==> src/verilog/vtiming_pkg.sv <==
`default_nettype none
package vtiming_pkg;
  // axi4-lite geometry
  localparam int          ADDR_W       = 6;
  localparam int          DATA_W       = 32;
  localparam int          NUM_REGS     = 9;
  localparam logic [1:0]  RESP_OKAY    = 2'b00;
  localparam logic [1:0]  RESP_SLVERR  = 2'b10;
  // register indices; byte address is index times four
  localparam logic [3:0]  REG_VTOTAL   = 4'h0;
  localparam logic [3:0]  REG_VDISP    = 4'h1;
  localparam logic [3:0]  REG_VSYNC    = 4'h2;
  localparam logic [3:0]  REG_VBLANK   = 4'h3;
  localparam logic [3:0]  REG_MAXSCAN  = 4'h4;
  localparam logic [3:0]  REG_SPLIT    = 4'h5;
  localparam logic [3:0]  REG_SADDR_HI = 4'h6;
  localparam logic [3:0]  REG_SADDR_LO = 4'h7;
  localparam logic [3:0]  REG_OVERFLOW = 4'h8;
  localparam logic [3:0]  REG_STATUS   = 4'h9;
  localparam logic [7:0]  REG_RESET    = 8'h00;
  // overflow register bit positions
  localparam int          OVF_VT8      = 0;
  localparam int          OVF_VDE8     = 1;
  localparam int          OVF_VS8      = 2;
  localparam int          OVF_VB8      = 3;
  localparam int          OVF_LC8      = 4;
  localparam int          OVF_VT9      = 5;
  localparam int          OVF_VDE9     = 6;
  localparam int          OVF_VS9      = 7;
  // max-scan-line register bit positions
  localparam int          MSL_VB9      = 5;
  localparam int          MSL_LC9      = 6;
  // status register field positions
  localparam int          ST_VSYNC     = 10;
  localparam int          ST_VBLANK    = 11;
  localparam int          ST_DISP      = 12;
  // timing counts
  localparam int          LINE_CYCLES  = 800;
  localparam int          VSYNC_LINES  = 2;
  localparam logic [15:0] FETCH_STRIDE = 16'h0050;
endpackage
`default_nettype wire

==> src/verilog/vtiming.sv <==
// Overview of operation
// split line = max-scan bit 6, overflow bit 4, split low byte.
// at split line the display address counter reloads to zero.
// above split fetch from start address; below it from byte zero.
// software puts split line past last active line when unused.
// blank start = max-scan bit 5, overflow bit 3, blank low byte.
// vertical blanking begins on the line equal to blank start.
// sync start = overflow bit 7, overflow bit 2, sync low byte.
// vertical sync begins on the line equal to sync start.
// display end = overflow bit 6, overflow bit 1, display-end low byte.
// display end is the last active line; active display stops after it.
// vertical total = overflow bit 5, overflow bit 0, total low byte.
// software programs vertical total as lines per frame minus two.
// line counter starts at zero, counts per line, wraps after total; the code wraps after total plus one.
`timescale 1ns/10ps
`default_nettype none
module vtiming #(
  parameter int          LINE_CYCLES  = vtiming_pkg::LINE_CYCLES,
  parameter int          VSYNC_LINES  = vtiming_pkg::VSYNC_LINES,
  parameter logic [15:0] FETCH_STRIDE = vtiming_pkg::FETCH_STRIDE
) (
  // clock and reset
  input  wire logic                            CORE_CLK,
  input  wire logic                            RST_N,
  // axi4-lite write
  input  wire logic [vtiming_pkg::ADDR_W-1:0]  S_AXI_AWADDR,
  input  wire logic                            S_AXI_AWVALID,
  output logic                                 S_AXI_AWREADY,
  input  wire logic [vtiming_pkg::DATA_W-1:0]  S_AXI_WDATA,
  input  wire logic [3:0]                      S_AXI_WSTRB,
  input  wire logic                            S_AXI_WVALID,
  output logic                                 S_AXI_WREADY,
  output logic [1:0]                           S_AXI_BRESP,
  output logic                                 S_AXI_BVALID,
  input  wire logic                            S_AXI_BREADY,
  // axi4-lite read
  input  wire logic [vtiming_pkg::ADDR_W-1:0]  S_AXI_ARADDR,
  input  wire logic                            S_AXI_ARVALID,
  output logic                                 S_AXI_ARREADY,
  output logic [vtiming_pkg::DATA_W-1:0]       S_AXI_RDATA,
  output logic [1:0]                           S_AXI_RRESP,
  output logic                                 S_AXI_RVALID,
  input  wire logic                            S_AXI_RREADY,
  // vertical timing
  output logic                                 VSYNC,
  output logic                                 VBLANK,
  output logic                                 VDISP_EN,
  output logic [9:0]                           SCAN_LINE,
  output logic [15:0]                          FETCH_ADDR,
  output logic                                 ADDR_RELOAD
);
  import vtiming_pkg::*;

  localparam logic [15:0] LINE_LAST  = 16'(LINE_CYCLES - 1);
  localparam logic [3:0]  SYNC_LINES = 4'(VSYNC_LINES);

  typedef struct packed {
    logic [NUM_REGS-1:0][7:0] regs;
    logic                     aw_held;
    logic [ADDR_W-1:0]        awaddr;
    logic                     w_held;
    logic [7:0]               wdata;
    logic                     wlane0;
    logic                     bvalid;
    logic [1:0]               bresp;
    logic                     rvalid;
    logic [1:0]               rresp;
    logic [DATA_W-1:0]        rdata;
    logic [15:0]              div;
    logic [9:0]               line;
    logic                     vsync;
    logic [3:0]               sync_cnt;
    logic                     vblank;
    logic                     disp_en;
    logic [15:0]              addr;
    logic                     reload;
  } state_t;

  state_t s_q;
  state_t s_d;
  logic   rst_meta_q;
  logic   rst_n;

  // reset released through two flops so every state flop leaves reset together
  always_ff @(posedge CORE_CLK or negedge RST_N) begin
    if (!RST_N) begin
      rst_meta_q <= 1'b0;
      rst_n      <= 1'b0;
    end else begin
      rst_meta_q <= 1'b1;
      rst_n      <= rst_meta_q;
    end
  end

  // assembled 10-bit vertical parameters
  logic [9:0]  split_val;
  logic [9:0]  vblank_val;
  logic [9:0]  vsync_val;
  logic [9:0]  vdisp_val;
  logic [9:0]  vtotal_val;
  logic [10:0] wrap_line;
  logic        wrap;
  logic        tick;
  logic [9:0]  nxt_line;

  assign split_val  = {s_q.regs[REG_MAXSCAN][MSL_LC9], s_q.regs[REG_OVERFLOW][OVF_LC8],
                       s_q.regs[REG_SPLIT]};
  assign vblank_val = {s_q.regs[REG_MAXSCAN][MSL_VB9], s_q.regs[REG_OVERFLOW][OVF_VB8],
                       s_q.regs[REG_VBLANK]};
  assign vsync_val  = {s_q.regs[REG_OVERFLOW][OVF_VS9], s_q.regs[REG_OVERFLOW][OVF_VS8],
                       s_q.regs[REG_VSYNC]};
  assign vdisp_val  = {s_q.regs[REG_OVERFLOW][OVF_VDE9], s_q.regs[REG_OVERFLOW][OVF_VDE8],
                       s_q.regs[REG_VDISP]};
  assign vtotal_val = {s_q.regs[REG_OVERFLOW][OVF_VT9], s_q.regs[REG_OVERFLOW][OVF_VT8],
                       s_q.regs[REG_VTOTAL]};
  // total counts lines minus two, so the last line is total plus one
  assign wrap_line  = {1'b0, vtotal_val} + 11'h001;
  // >= so a shrunk total mid-frame still wraps instead of running to 1023
  assign wrap       = {1'b0, s_q.line} >= wrap_line;
  assign tick       = s_q.div == LINE_LAST;
  assign nxt_line   = wrap ? 10'h000 : s_q.line + 10'h001;

  assign S_AXI_AWREADY = !s_q.aw_held && !s_q.bvalid;
  assign S_AXI_WREADY  = !s_q.w_held && !s_q.bvalid;
  assign S_AXI_ARREADY = !s_q.rvalid;

  logic [3:0] ridx;
  logic [3:0] widx;
  logic       whit;
  assign ridx = S_AXI_ARADDR[ADDR_W-1:2];
  assign widx = s_q.awaddr[ADDR_W-1:2];
  assign whit = (s_q.awaddr[1:0] == 2'b00) && (widx < 4'(NUM_REGS));

  always_comb begin
    s_d        = s_q;
    s_d.reload = 1'b0;
    // register bus, write path: address and data may arrive in either order
    if (S_AXI_AWVALID && S_AXI_AWREADY) begin
      s_d.aw_held = 1'b1;
      s_d.awaddr  = S_AXI_AWADDR;
    end
    if (S_AXI_WVALID && S_AXI_WREADY) begin
      s_d.w_held = 1'b1;
      s_d.wdata  = S_AXI_WDATA[7:0];
      s_d.wlane0 = S_AXI_WSTRB[0];
    end
    if (s_q.aw_held && s_q.w_held) begin
      if (whit && s_q.wlane0) begin
        s_d.regs[widx] = s_q.wdata;
      end
      s_d.aw_held = 1'b0;
      s_d.w_held  = 1'b0;
      s_d.bvalid  = 1'b1;
      s_d.bresp   = whit ? RESP_OKAY : RESP_SLVERR;
    end
    if (s_q.bvalid && S_AXI_BREADY) begin
      s_d.bvalid = 1'b0;
    end
    // read path: one-cycle answer, status is read-only
    if (s_q.rvalid && S_AXI_RREADY) begin
      s_d.rvalid = 1'b0;
    end
    if (S_AXI_ARVALID && S_AXI_ARREADY) begin
      s_d.rvalid = 1'b1;
      s_d.rresp  = RESP_OKAY;
      s_d.rdata  = '0;
      if (S_AXI_ARADDR[1:0] != 2'b00) begin
        s_d.rresp = RESP_SLVERR;
      end else if (ridx < 4'(NUM_REGS)) begin
        s_d.rdata[7:0] = s_q.regs[ridx];
      end else if (ridx == REG_STATUS) begin
        s_d.rdata[9:0]       = s_q.line;
        s_d.rdata[ST_VSYNC]  = s_q.vsync;
        s_d.rdata[ST_VBLANK] = s_q.vblank;
        s_d.rdata[ST_DISP]   = s_q.disp_en;
      end else begin
        s_d.rresp = RESP_SLVERR;
      end
    end
    // line-rate divider; pixel timing lives outside this block
    s_d.div = tick ? 16'h0000 : s_q.div + 16'h0001;
    if (tick) begin
      s_d.line = nxt_line;
      if (nxt_line == split_val) begin
        // split wins over frame start so a split at line zero shows byte zero
        s_d.addr   = 16'h0000;
        s_d.reload = 1'b1;
      end else if (nxt_line == 10'h000) begin
        s_d.addr = {s_q.regs[REG_SADDR_HI], s_q.regs[REG_SADDR_LO]};
      end else begin
        s_d.addr = s_q.addr + FETCH_STRIDE;
      end
      if (nxt_line == 10'h000) begin
        s_d.disp_en = 1'b1;
        s_d.vblank  = 1'b0;
      end else if (s_q.line == vdisp_val) begin
        s_d.disp_en = 1'b0;
      end
      if (nxt_line == vblank_val) begin
        s_d.vblank = 1'b1;
      end
      if (nxt_line == vsync_val) begin
        s_d.vsync    = 1'b1;
        s_d.sync_cnt = SYNC_LINES;
      end else if (s_q.sync_cnt > 4'h1) begin
        s_d.sync_cnt = s_q.sync_cnt - 4'h1;
      end else begin
        s_d.vsync    = 1'b0;
        s_d.sync_cnt = 4'h0;
      end
    end
  end

  always_ff @(posedge CORE_CLK or negedge rst_n) begin
    if (!rst_n) begin
      s_q         <= '0;
      s_q.regs    <= {NUM_REGS{REG_RESET}};
      s_q.disp_en <= 1'b1;
    end else begin
      s_q <= s_d;
    end
  end

  assign S_AXI_BVALID = s_q.bvalid;
  assign S_AXI_BRESP  = s_q.bresp;
  assign S_AXI_RVALID = s_q.rvalid;
  assign S_AXI_RRESP  = s_q.rresp;
  assign S_AXI_RDATA  = s_q.rdata;
  assign VSYNC        = s_q.vsync;
  assign VBLANK       = s_q.vblank;
  assign VDISP_EN     = s_q.disp_en;
  assign SCAN_LINE    = s_q.line;
  assign FETCH_ADDR   = s_q.addr;
  assign ADDR_RELOAD  = s_q.reload;

  property p_split;
    @(posedge CORE_CLK) disable iff (!rst_n)
    tick && nxt_line == {s_q.regs[REG_MAXSCAN][6], s_q.regs[REG_OVERFLOW][4], s_q.regs[REG_SPLIT]}
      |=> FETCH_ADDR == 16'h0000 && ADDR_RELOAD ##1 !ADDR_RELOAD;
  endproperty
  a_split: assert property (p_split) else $error("split line did not reload address to zero");
  property p_start;
    @(posedge CORE_CLK) disable iff (!rst_n)
    tick && wrap && split_val != 10'h000
      |=> SCAN_LINE == 10'h000 && FETCH_ADDR == {$past(s_q.regs[REG_SADDR_HI]), $past(s_q.regs[REG_SADDR_LO])};
  endproperty
  a_start: assert property (p_start) else $error("frame did not start at start address");
  property p_vblank;
    @(posedge CORE_CLK) disable iff (!rst_n)
    tick && nxt_line == {s_q.regs[REG_MAXSCAN][5], s_q.regs[REG_OVERFLOW][3], s_q.regs[REG_VBLANK]}
      |=> VBLANK && SCAN_LINE == $past(nxt_line);
  endproperty
  a_vblank: assert property (p_vblank) else $error("blanking did not begin on its line");
  property p_vsync;
    @(posedge CORE_CLK) disable iff (!rst_n)
    tick && nxt_line == {s_q.regs[REG_OVERFLOW][7], s_q.regs[REG_OVERFLOW][2], s_q.regs[REG_VSYNC]}
      |=> VSYNC && SCAN_LINE == $past(nxt_line);
  endproperty
  a_vsync: assert property (p_vsync) else $error("sync did not begin on its line");
  property p_disp;
    @(posedge CORE_CLK) disable iff (!rst_n)
    tick && !wrap && s_q.line == {s_q.regs[REG_OVERFLOW][6], s_q.regs[REG_OVERFLOW][1], s_q.regs[REG_VDISP]}
      |=> !VDISP_EN;
  endproperty
  a_disp: assert property (p_disp) else $error("display stayed on past last active line");
  property p_wrap;
    @(posedge CORE_CLK) disable iff (!rst_n)
    tick && {1'b0, s_q.line} == {1'b0, s_q.regs[REG_OVERFLOW][5], s_q.regs[REG_OVERFLOW][0],
                                 s_q.regs[REG_VTOTAL]} + 11'h001
      |=> SCAN_LINE == 10'h000 && VDISP_EN && VBLANK == ($past(vblank_val) == 10'h000);
  endproperty
  a_wrap: assert property (p_wrap) else $error("line counter did not wrap after total");
  property p_inc;
    @(posedge CORE_CLK) disable iff (!rst_n)
    tick && !wrap |=> SCAN_LINE == $past(SCAN_LINE) + 10'h001 ##1 SCAN_LINE == $past(SCAN_LINE);
  endproperty
  a_inc: assert property (p_inc) else $error("line counter did not step once per line");
  property p_reload;
    @(posedge CORE_CLK) disable iff (!rst_n)
    ADDR_RELOAD |-> FETCH_ADDR == 16'h0000 && SCAN_LINE == $past(split_val);
  endproperty
  a_reload: assert property (p_reload) else $error("address reload off the split line");
  property p_step;
    @(posedge CORE_CLK) disable iff (!rst_n)
    tick && !wrap && nxt_line != split_val && nxt_line != 10'h000
      |=> FETCH_ADDR == $past(FETCH_ADDR) + FETCH_STRIDE;
  endproperty
  a_step: assert property (p_step) else $error("display address did not step by one line");
  property p_bkeep;
    @(posedge CORE_CLK) disable iff (!rst_n)
    tick && VBLANK && !wrap && nxt_line != 10'h000 |=> VBLANK;
  endproperty
  a_bkeep: assert property (p_bkeep) else $error("blanking ended before frame end");
  property p_dkeep;
    @(posedge CORE_CLK) disable iff (!rst_n)
    tick && !VDISP_EN && !wrap && nxt_line != 10'h000 |=> !VDISP_EN;
  endproperty
  a_dkeep: assert property (p_dkeep) else $error("display came back on before frame end");
  property p_bhold;
    @(posedge CORE_CLK) disable iff (!rst_n)
    S_AXI_BVALID && !S_AXI_BREADY |=> S_AXI_BVALID && $stable(S_AXI_BRESP);
  endproperty
  a_bhold: assert property (p_bhold) else $error("write response dropped before taken");
endmodule
`default_nettype wire

==> config.mk <==
export PLATFORM = sky130hd
export DESIGN_NAME = vtiming
export DESIGN_NICKNAME = d
export VERILOG_FILES = /design/src/verilog/vtiming_pkg.sv /design/src/verilog/vtiming.sv
export SDC_FILE = /design/constraint.sdc
export NUM_CORES = 1
export LEC_CHECK = 0
export ABC_AREA = 1
export BUFFER_PORTS_ARGS = -buffer_cell sky130_fd_sc_hd__buf_4
export CORE_ASPECT_RATIO = 1.5
export CORE_MARGIN = 3
export CORE_UTILIZATION = 40
export CTS_BUF_LIST = sky130_fd_sc_hd__clkbuf_16
export DETAILED_ROUTE_END_ITERATION = 8
export GPL_TIMING_DRIVEN = 0
export PLACE_DENSITY = 0.6
export SYNTH_ARGS = -nofsm -noshare
export SYNTH_HDL_FRONTEND = slang
export SYNTH_SLANG_ARGS = --single-unit
==> constraint.sdc <==
create_clock -name CORE_CLK -period 5.8 [get_ports CORE_CLK]
set_input_delay 0.58 -clock CORE_CLK [delete_from_list [all_inputs] [get_ports CORE_CLK]]
set_output_delay 0.58 -clock CORE_CLK [all_outputs]
set_load 0.05 [all_outputs]
* Word level (Yosys, flattened, before mapping)
Cells that the tools add are included.
** Operators by class
- Shift-type cells :: 0
- Multiply operators :: 0
- $add $sub $neg :: 5
- Muxes and demuxes :: 34
- Equality and inequality tests :: 7
- Bitwise gates (word level) :: 0
- Reduce and logical (&&, ||, !) cells :: 28
- Div/mod/pow operators :: 0
- Magnitude comparators :: 7
** Operators with widths (number)
- 72-bit bitwise mux :: 1
- 16-bit 2-to-1 mux :: 3
- 10-bit == test :: 4
- 35-bit 2-to-1 mux :: 1
- 8-bit binary-select mux with 4-bit select :: 1
- 8-bit demux with 4-bit select :: 1
- 13-bit 2-to-1 mux :: 2
- 8-bit 2-to-1 mux :: 3
- 10-bit 2-to-1 mux :: 2
- 16-bit by 1-bit adder with 16-bit output (second input constant) :: 1
- 16-bit by 7-bit adder with 16-bit output (second input constant) :: 1
- 16-bit by 10-bit == test with 1-bit output (second input constant) :: 1
- 2-bit nonzero test :: 7
- 10-bit by 1-bit adder with 11-bit output (second input constant) :: 1
- 10-bit by 11-bit greater-or-equal comparator with 1-bit output :: 1
- 1-bit logical AND :: 11
- 1-bit 2-to-1 mux :: 11
- 10-bit by 1-bit adder with 10-bit output (second input constant) :: 1
- 10-bit zero test :: 1
- 4-bit by 5-bit less-than comparator with 1-bit output (second input constant) :: 2
- 5-bit 2-to-1 mux :: 2
- 4-bit less-than comparator (second input constant) :: 2
- 2-bit 2-to-1 mux :: 4
- 2-bit AND reduction :: 4
- 10 further kinds :: 13
** Word-level totals
- Flip-flop bits (word level) :: 160
- RAM bits :: 0
- Output and inout port bits :: 71
- Memories :: 0
- Memory bits (read-only) :: 0
- Latch bits :: 0
- Logic and storage cells :: 110

* Logic depth before layout (Yosys ltp)
Gate-level depths: netlist of run 1.
- Word-level depth :: 6
- Mapped depth :: 27
- Depth with buffers taken out :: 26

* Least setup slack after synthesis of run 1
Ideal clock, no wire load.
- Kind :: flip-flop to flip-flop
- Start :: register s_q[107] (netlist bit)
- End :: register s_q, in the netlist FETCH_ADDR[10]
- Cell stages (with the launch flop) :: 24
- Arrival time :: 3045 ps
- Library setup time :: 118 ps
- Path slack :: 2637 ps
- Path buffers :: 2
- Clock period less this slack :: 3163 ps
- Path through :: dfrtp_1 inv_1 nor3_1 inv_1 nor2_1 inv_1 nor2_1 and3_1 xor2_1 inv_1 ha_1 nand2_1 inv_1 nand3_1 nand2_1 a21oi_4 buf_8 nand3_2 xor2_1 nor2b_1 nand4_4 buf_6 nand3_1 nand2_1
** Between the ends
- Cells in the longest elaborated chain, start to end :: 6
- Elaborated cells between the ends (all ways) :: 7
- Those cells by class :: add/sub (1); order compare (1); eq/ne (1); mux (3); reduce/logical (1)
** Ends and longest elaborated chain
- start: declaration :: RTL line vtiming.sv:79 : state_t s_q;
- 10-bit by 1-bit adder with 11-bit output * :: RTL line vtiming.sv:117 : assign wrap_line = {1'b0, vtotal_val} + 11'h001;
- 10-bit by 11-bit greater-or-equal comparator with 1-bit output * :: RTL line vtiming.sv:119 : assign wrap = {1'b0, s_q.line} >= wrap_line;
- 10-bit 2-to-1 mux * :: RTL line vtiming.sv:121 : assign nxt_line = wrap ? 10'h000 : s_q.line + 10'h001;
- 10-bit zero test :: RTL line vtiming.sv:188 : end else if (nxt_line == 10'h000) begin
- 16-bit 2-to-1 mux :: RTL line vtiming.sv:188
- 16-bit 2-to-1 mux * :: RTL line vtiming.sv:184 : if (nxt_line == split_val) begin
Every way passes the cells marked *; elsewhere a longest branch is shown, timed or not.
A chain may end at the register's enable or synchronous reset.

* Worst setup path after layout of run 1
- Start :: register s_q[105] (netlist bit)
- End :: register s_q, in the netlist FETCH_ADDR[12]
The elaborated chain is that of the path after synthesis.

==> results of run 1 <==
==> power breakdown <==
group          switching [W]  internal [W]  leakage (nW)  total [W]
Sequential          0.000136       0.00125          2.12    0.00139
Combinational       0.000544      0.000243          2.94   0.000787
Clock               0.000536      0.000580         0.282    0.00112
Total                0.00122       0.00208          5.34    0.00329
==> sequential cells by signal, indices dropped and copies added (netlist names) <==
signal	flops
S_AXI_BRESP	1
S_AXI_RDATA	13
rst_n	1
S_AXI_BVALID	1
VDISP_EN	1
s_q	109
S_AXI_RVALID	1
rst_meta_q	1
VSYNC	1
S_AXI_RRESP	1
VBLANK	1
SCAN_LINE	10
FETCH_ADDR	16
ADDR_RELOAD	1
==> metrics by stage <==
| step | hold slack, ns | setup slack (ns) | setup TNS, ns | cell area, sq um |
|---|---|---|---|---|
| 3_3_place_gp | 0.3382 | -0.8717 | -133.99 | 10100 |
| 4_1_cts | 0.2771 | 1.994 | 0 | 10760 |
| 2_1_floorplan | 0.2844 | 1.073 | 0 | 9180 |
| 5_1_grt | 0.2905 | 1.692 | 0 | 10760 |
| 3_5_place_dp | 0.2719 | 2.041 | 0 | 10150 |
| 6_report | 0.2628 | 2.026 | 0 | 10760 |
==> logic make-up (layout without fill, tap and decap cells) <==
kind of cell / count (synthesis) / after routing / synth area share, %
buf+inv: 227 / 338 / 12.44
simple gates: 486 / 486 / 23.90
mux: 4 / 4 / 0.4947
compound gates: 230 / 230 / 13.51
flops: 158 / 158 / 43.44
fa+ha+maj: 16 / 16 / 2.199
other cells: 2 / 22 / 0.08248
xor+xnor: 41 / 41 / 3.944
==> per-layer routing <==
metal | vias up | wire [um] | track usage (%)
met2 | 234 | 13660 | 38.08
met4 | 0 | 967 | 8.812
li1 | 3979 | - | -
met1 | 3723 | 10890 | 27.78
met5 | - | 0 | 0
met3 | 42 | 1085 | 2.775
==> how the worst max path moves through the flow <==
stage	slack (ns)	depth (start not counted)	start	endpoint
floorplan	1.07	0	rst_n	ADDR_RELOAD
global route	1.69	24	s_q[107]	FETCH_ADDR[13]
global placement	-0.87	0	rst_n	FETCH_ADDR[10]
finish	2.03	24	s_q[105]	FETCH_ADDR[12]
detailed placement	2.04	24	s_q[105]	FETCH_ADDR[12]
CTS	1.99	24	s_q[105]	FETCH_ADDR[12]
==> cells in the mapped netlist (2+ instances only) <==
library cell | count | area share (%)
nand2_1 | 281 | 12
dfrtp_1 | 157 | 43
o21ai_0 | 151 | 8.3
inv_1 | 120 | 4.9
nor2_1 | 67 | 2.8
buf_4 | 63 | 5.2
a21oi_1 | 56 | 3.1
nand3_1 | 55 | 3.0
xor2_1 | 30 | 2.9
nor3_1 | 26 | 1.4
clkbuf_1 | 25 | 1.0
nand4_1 | 23 | 1.6
ha_1 | 16 | 2.2
xnor2_1 | 11 | 1.1
buf_2 | 7 | 0.38
nor4_1 | 6 | 0.41
nand3_2 | 5 | 0.55
nand3_4 | 5 | 0.96
o211ai_1 | 5 | 0.41
clkinv_1 | 4 | 0.16
mux2_2 | 4 | 0.49
nor2_2 | 4 | 0.27
a32o_1 | 3 | 0.33
and3_1 | 3 | 0.21
inv_2 | 3 | 0.12
a21oi_2 | 2 | 0.19
buf_8 | 2 | 0.33
conb_1 | 2 | 0.082
nand2_2 | 2 | 0.14
nand2_4 | 2 | 0.25
nand3b_1 | 2 | 0.16
o221ai_1 | 2 | 0.19
o22ai_1 | 2 | 0.14
==> final cells by class <==
type | count | area [sq um] | area share [%]
Timing Repair Buffer | 79 | 635.6 | 5.908
Tap cell | 276 | 345.3 | 3.210
Sequential cell | 158 | 3959 | 36.80
Clock buffer | 17 | 425.4 | 3.954
Buffer | 99 | 646.9 | 6.013
Multi-Input combinational cell | 799 | 4093 | 38.04
Clock inverter | 15 | 167.7 | 1.559
Inverter | 128 | 485.5 | 4.513
==> repair_timing <==
action                    in CTS  in global routing
setup buffers                  0                  0
hold endpoints to repair       2                  0
resized for setup              0                  0
hold buffers                   1                  0
==> impl_metrics.json, run 1 <==
{
  "vias": 7978,
  "hpwl_mm": 20.67,
  "gp_congestion": 0.9561,
  "drive_gt1_share_pct": 16.83,
  "p_per_area_nw_per_um2": 306.0,
  "root_buffer": "clkbuf_16",
  "critPathTopFamily": "simple AND/OR/NAND/NOR gates",
  "grt_overflow": 0,
  "crit_buf_inv": 7,
  "min_period_ns": 3.774,
  "drt_iter0_markers": 483,
  "synthCells": 1164,
  "cts_buffer_depth": 2,
  "place_inst": 1538,
  "track_usage_pct": 22.07,
  "finClkSkew_ns": 0.01330,
  "synth_seq_cells": 158,
  "drc": 0,
  "status": "finished clean",
  "antenna_found_initial": 0,
  "crit_top_cell": "inv_1",
  "first_pass_iters": 7,
  "finalWirelength_mm": 26.61,
  "cp_slowest_stage_delay_ns": 0.42,
  "area_growth_pct": 18.15,
  "ys_seq_area_share_pct": 43.44,
  "post_synth.cell_area_avg_sq_um": 7.822,
  "layout_common_cells": "nand2_1, dfrtp_1, o21ai_0",
  "nets": 1353,
  "dieWidth_um": 129.2,
  "grt_pass1_wl_mm": 41.79,
  "clkLatencyLatePin_ns": 0.44,
  "synth.distinct_cells": 51,
  "fmax_ghz": 0.2649,
  "r2r_cells": 24,
  "cts_made_buffers": 17,
  "htreeDepth": 4,
  "ys_warn_count": 0,
  "fillers": 2247,
  "worstSetupPathType": "reg -> reg",
  "worst_setup_path_start_kind": "flop",
  "cts_sinks": 158,
  "timing.rr.end": "FETCH_ADDR[12]",
  "crit_chain": "inv_1, nor3_1, inv_1, nor2_1, inv_1, nor2_1, and3_1, xor2_1, inv_1, ha_1, nand2_1, inv_1, nand3_1, nand2_1, a21oi_4, buf_8, nand3_2, xor2_1, nand2_1, nor2_2, nand4_4, buf_6, nand3_1, nand2_1",
  "finalCoreUtilization_pct": 48.06,
  "crit_fanout": 10,
  "maxSlewHeadroom_pct": 49.78,
  "finalHoldViolations": 0,
  "dieHeight_um": 190.8,
  "ios": 126,
  "antenna_left": 0,
  "wl_per_cell_um": 16.94,
  "hold_path.class": "reg -> async",
  "finalNonFillerCells": 1571,
  "rows": 67,
  "worst_pin_slew_ns": 0.7476,
  "rrSetupSlack_ns": 2.03,
  "endpoint_kind": "flop",
  "vdd_drop_max_v": 0.0002263,
  "port_buffers": 76,
  "totalPowerFinal_w": 0.003292,
  "layout_commonest_cell": "nand2_1",
  "cts_tree": "built",
  "coreArea_sq_um": 22380,
  "synth-async-reset-ratio_pct": 100.0,
  "clkTransAtPathRegs_ns": 0.07,
  "final-setup-viol-count": 0,
  "leakage_nw": 5.342,
  "synth_edf_count": 0,
  "synth_area_sq_um": 9105,
  "slew_violations": 0,
  "grt_max_degree": 68,
  "start_util_pct": 40.68,
  "fin_crit_sh_pct": 65.08,
  "critPathArrivalTime_ns": 4.10,
  "grt_pass1_vias": 7557,
  "cp_slowest_cell": "dfrtp_1",
  "synth_top_flop_cell": "dfrtp_1",
  "diodes": 0,
  "crit_required_ns": 6.12,
  "viasPerCell": 5.078,
  "rsz0062_at_grt": "false",
  "cap_viol_max_count": 0,
  "dieArea_sq_um": 24650,
  "reg2reg_from": "s_q[105]"
}
Power figures use the tool's default switching activity.
==> run 2, diff against run 1 <==
- clock period: 5.8 -> 3.6 ns (I/O delays scaled with it)
==> run 2 against run 1 <==
Compared with the run above: register-to-register slack got worse by 1.9 ns; clock-buffer cell count did not move; sequential power rose by 61%; worst hold slack got worse by 0.16 ns; core utilization rose by 2.0 points; power rose by 63%; setup slack got worse by 1.9 ns; largest cell class unchanged; clock power rose by 57%.
==> impl_metrics.json, run 2 (synthesized netlist as in run 1, its figures left out) <==
{
  "clkTransAtPathRegs_ns": 0.07,
  "area_growth_pct": 23.02,
  "cts_buffer_depth": 2,
  "dieWidth_um": 129.2,
  "dieHeight_um": 190.8,
  "largest_register": "s_q",
  "diodes": 0,
  "drc": 0,
  "antenna_found_initial": 0,
  "antenna_left": 0,
  "drive_gt1_share_pct": 20.94,
  "worst_pin_slew_ns": 0.7778,
  "hpwl_mm": 20.34,
  "viasPerCell": 5.101,
  "first_pass_iters": 5,
  "slew_violations": 0,
  "largest_reg_flops": 109,
  "p_per_area_nw_per_um2": 478.0,
  "place_inst": 1538,
  "worstSetupPathType": "reg -> reg",
  "status": "finished clean",
  "rsz0062_at_grt": "true",
  "fmax_ghz": 0.2880,
  "cts_made_buffers": 17,
  "vias": 8131,
  "vdd_drop_max_v": 0.0003393,
  "critPathArrivalTime_ns": 3.79,
  "endpoint_kind": "flop",
  "finalHoldViolations": 0,
  "fillers": 2249,
  "fin_crit_sh_pct": 96.44,
  "finalNonFillerCells": 1594,
  "grt_pass1_wl_mm": 41.32,
  "cts_tree": "built",
  "grt_max_degree": 70,
  "grt_overflow": 0,
  "crit_required_ns": 3.92,
  "coreArea_sq_um": 22380,
  "clkLatencyLatePin_ns": 0.45,
  "start_util_pct": 40.68,
  "root_buffer": "clkbuf_16",
  "leakage_nw": 5.505,
  "htreeDepth": 4,
  "port_buffers": 76,
  "whs_ns": 0.09973,
  "hold_path.class": "in -> reg",
  "wl_per_cell_um": 16.95,
  "gp_congestion": 0.9368,
  "layout_commonest_cell": "nand2_1",
  "dieArea_sq_um": 24650,
  "track_usage_pct": 21.84,
  "final-setup-viol-count": 0,
  "grt_pass1_vias": 7647,
  "ios": 126,
  "worst_setup_path_start_kind": "flop",
  "cts_sinks": 158,
  "rows": 67,
  "layout_common_cells": "nand2_1, buf_4, dfrtp_1",
  "drt_iter0_markers": 522,
  "nets": 1376,
  "crit_fanout": 7,
  "cap_viol_max_count": 0,
  "min_period_ns": 3.472,
  "maxSlewHeadroom_pct": 47.75,
  "finalWirelength_mm": 27.03,
  "finClkSkew_ns": 0.02721
}
-- run 2: cell types whose count changed in the layout (fill, tap and decap cells not counted), sizes merged --
cell      delta
buf         +20
clkinvlp     -1
clkbuf       +3
clkinv       -1
inv          +2
-- run 2: worst max-delay path: stages, from the launching register on --
cell and delay (ns):
dfrtp_1 0.39, inv_2 0.06, nor3_2 0.16, inv_1 0.07, nor2_1 0.10, inv_1 0.06
nor2_2 0.13, and3_4 0.21, xor2_2 0.14, inv_2 0.06, ha_4 0.22, nand2_4 0.06
inv_1 0.05, nand3_2 0.07, nand2_2 0.06, a21oi_4 0.28, clkbuf_16 0.23, nand2_8 0.06
inv_8 0.08, nand2_8 0.06, nand2_1 0.09, nand2_1 0.06, nor2_2 0.13, nand4_4 0.17
clkbuf_16 0.20, nand3_1 0.06, nand2_1 0.06
-- run 2: layout make-up --
cell class / count / area (sq um) / area share (%)
Multi-Input combinational cell: 799 / 4305 / 38.44
Sequential cell: 158 / 3960 / 35.36
Timing Repair Buffer: 102 / 860.8 / 7.685
Buffer: 99 / 670.6 / 5.988
Inverter: 128 / 488.0 / 4.357
Clock buffer: 17 / 425.4 / 3.798
Tap cell: 276 / 345.3 / 3.083
Clock inverter: 15 / 145.1 / 1.296
-- run 2: what timing repair did --
item,CTS,global route
pin swaps,1,21
buffers inserted,0,18
setup endpoints to repair,12,24
resized for setup,4,52
endpoints found under the hold margin,2,0
hold buffers,1,0
gates cloned,0,5
-- run 2: path summary, 6_finish.rpt --
check | cells after the start | to | slack [ns] | start
worst max-delay path | 26 | FETCH_ADDR[9] | 0.13 | s_q[106]
worst min-delay path | 2 | S_AXI_BVALID | 0.1 | S_AXI_BREADY
worst max register to register | 26 | FETCH_ADDR[9] | 0.13 | s_q[106]
worst min register to register | 0 | s_q[131] | 0.29 | rst_n
max in group asynchronous | 1 | s_q[45] | 2.61 | rst_n
min in group asynchronous | 2 | rst_n | 0.22 | RST_N
-- run 2: power by group --
part,switching [W],internal [W]
logic,0.000915,0.000442
clock network,0.000837,0.000919
registers,0.000223,0.00202
total,0.00197,0.00338
-- run 2: per-stage QoR --
stage          TNS [ns]  utilization [%]  setup slack, ns  area, sq um  total power (W)
6_report              0            50.04           0.1282        11200         0.005353
5_1_grt          -1.315            50.04          -0.1025        11200         0.005626
4_1_cts               0            48.06         0.002260        10760         0.005306
3_5_place_dp     -1.116            45.37          -0.1178        10150         0.003533
3_3_place_gp     -6.836            45.11         -0.07343        10100         0.003502
2_1_floorplan         0                -           0.4374         9181         0.003080
-- run 2: per-layer routing --
| layer | routed length, um | GRT usage (%) | up-vias |
|---|---|---|---|
| met3 | 1037 | 2.999 | 44 |
| met2 | 13890 | 37.46 | 201 |
| met5 | 0 | 0 | - |
| li1 | - | - | 4019 |
| met1 | 11090 | 26.82 | 3867 |
| met4 | 1014 | 10.31 | 0 |
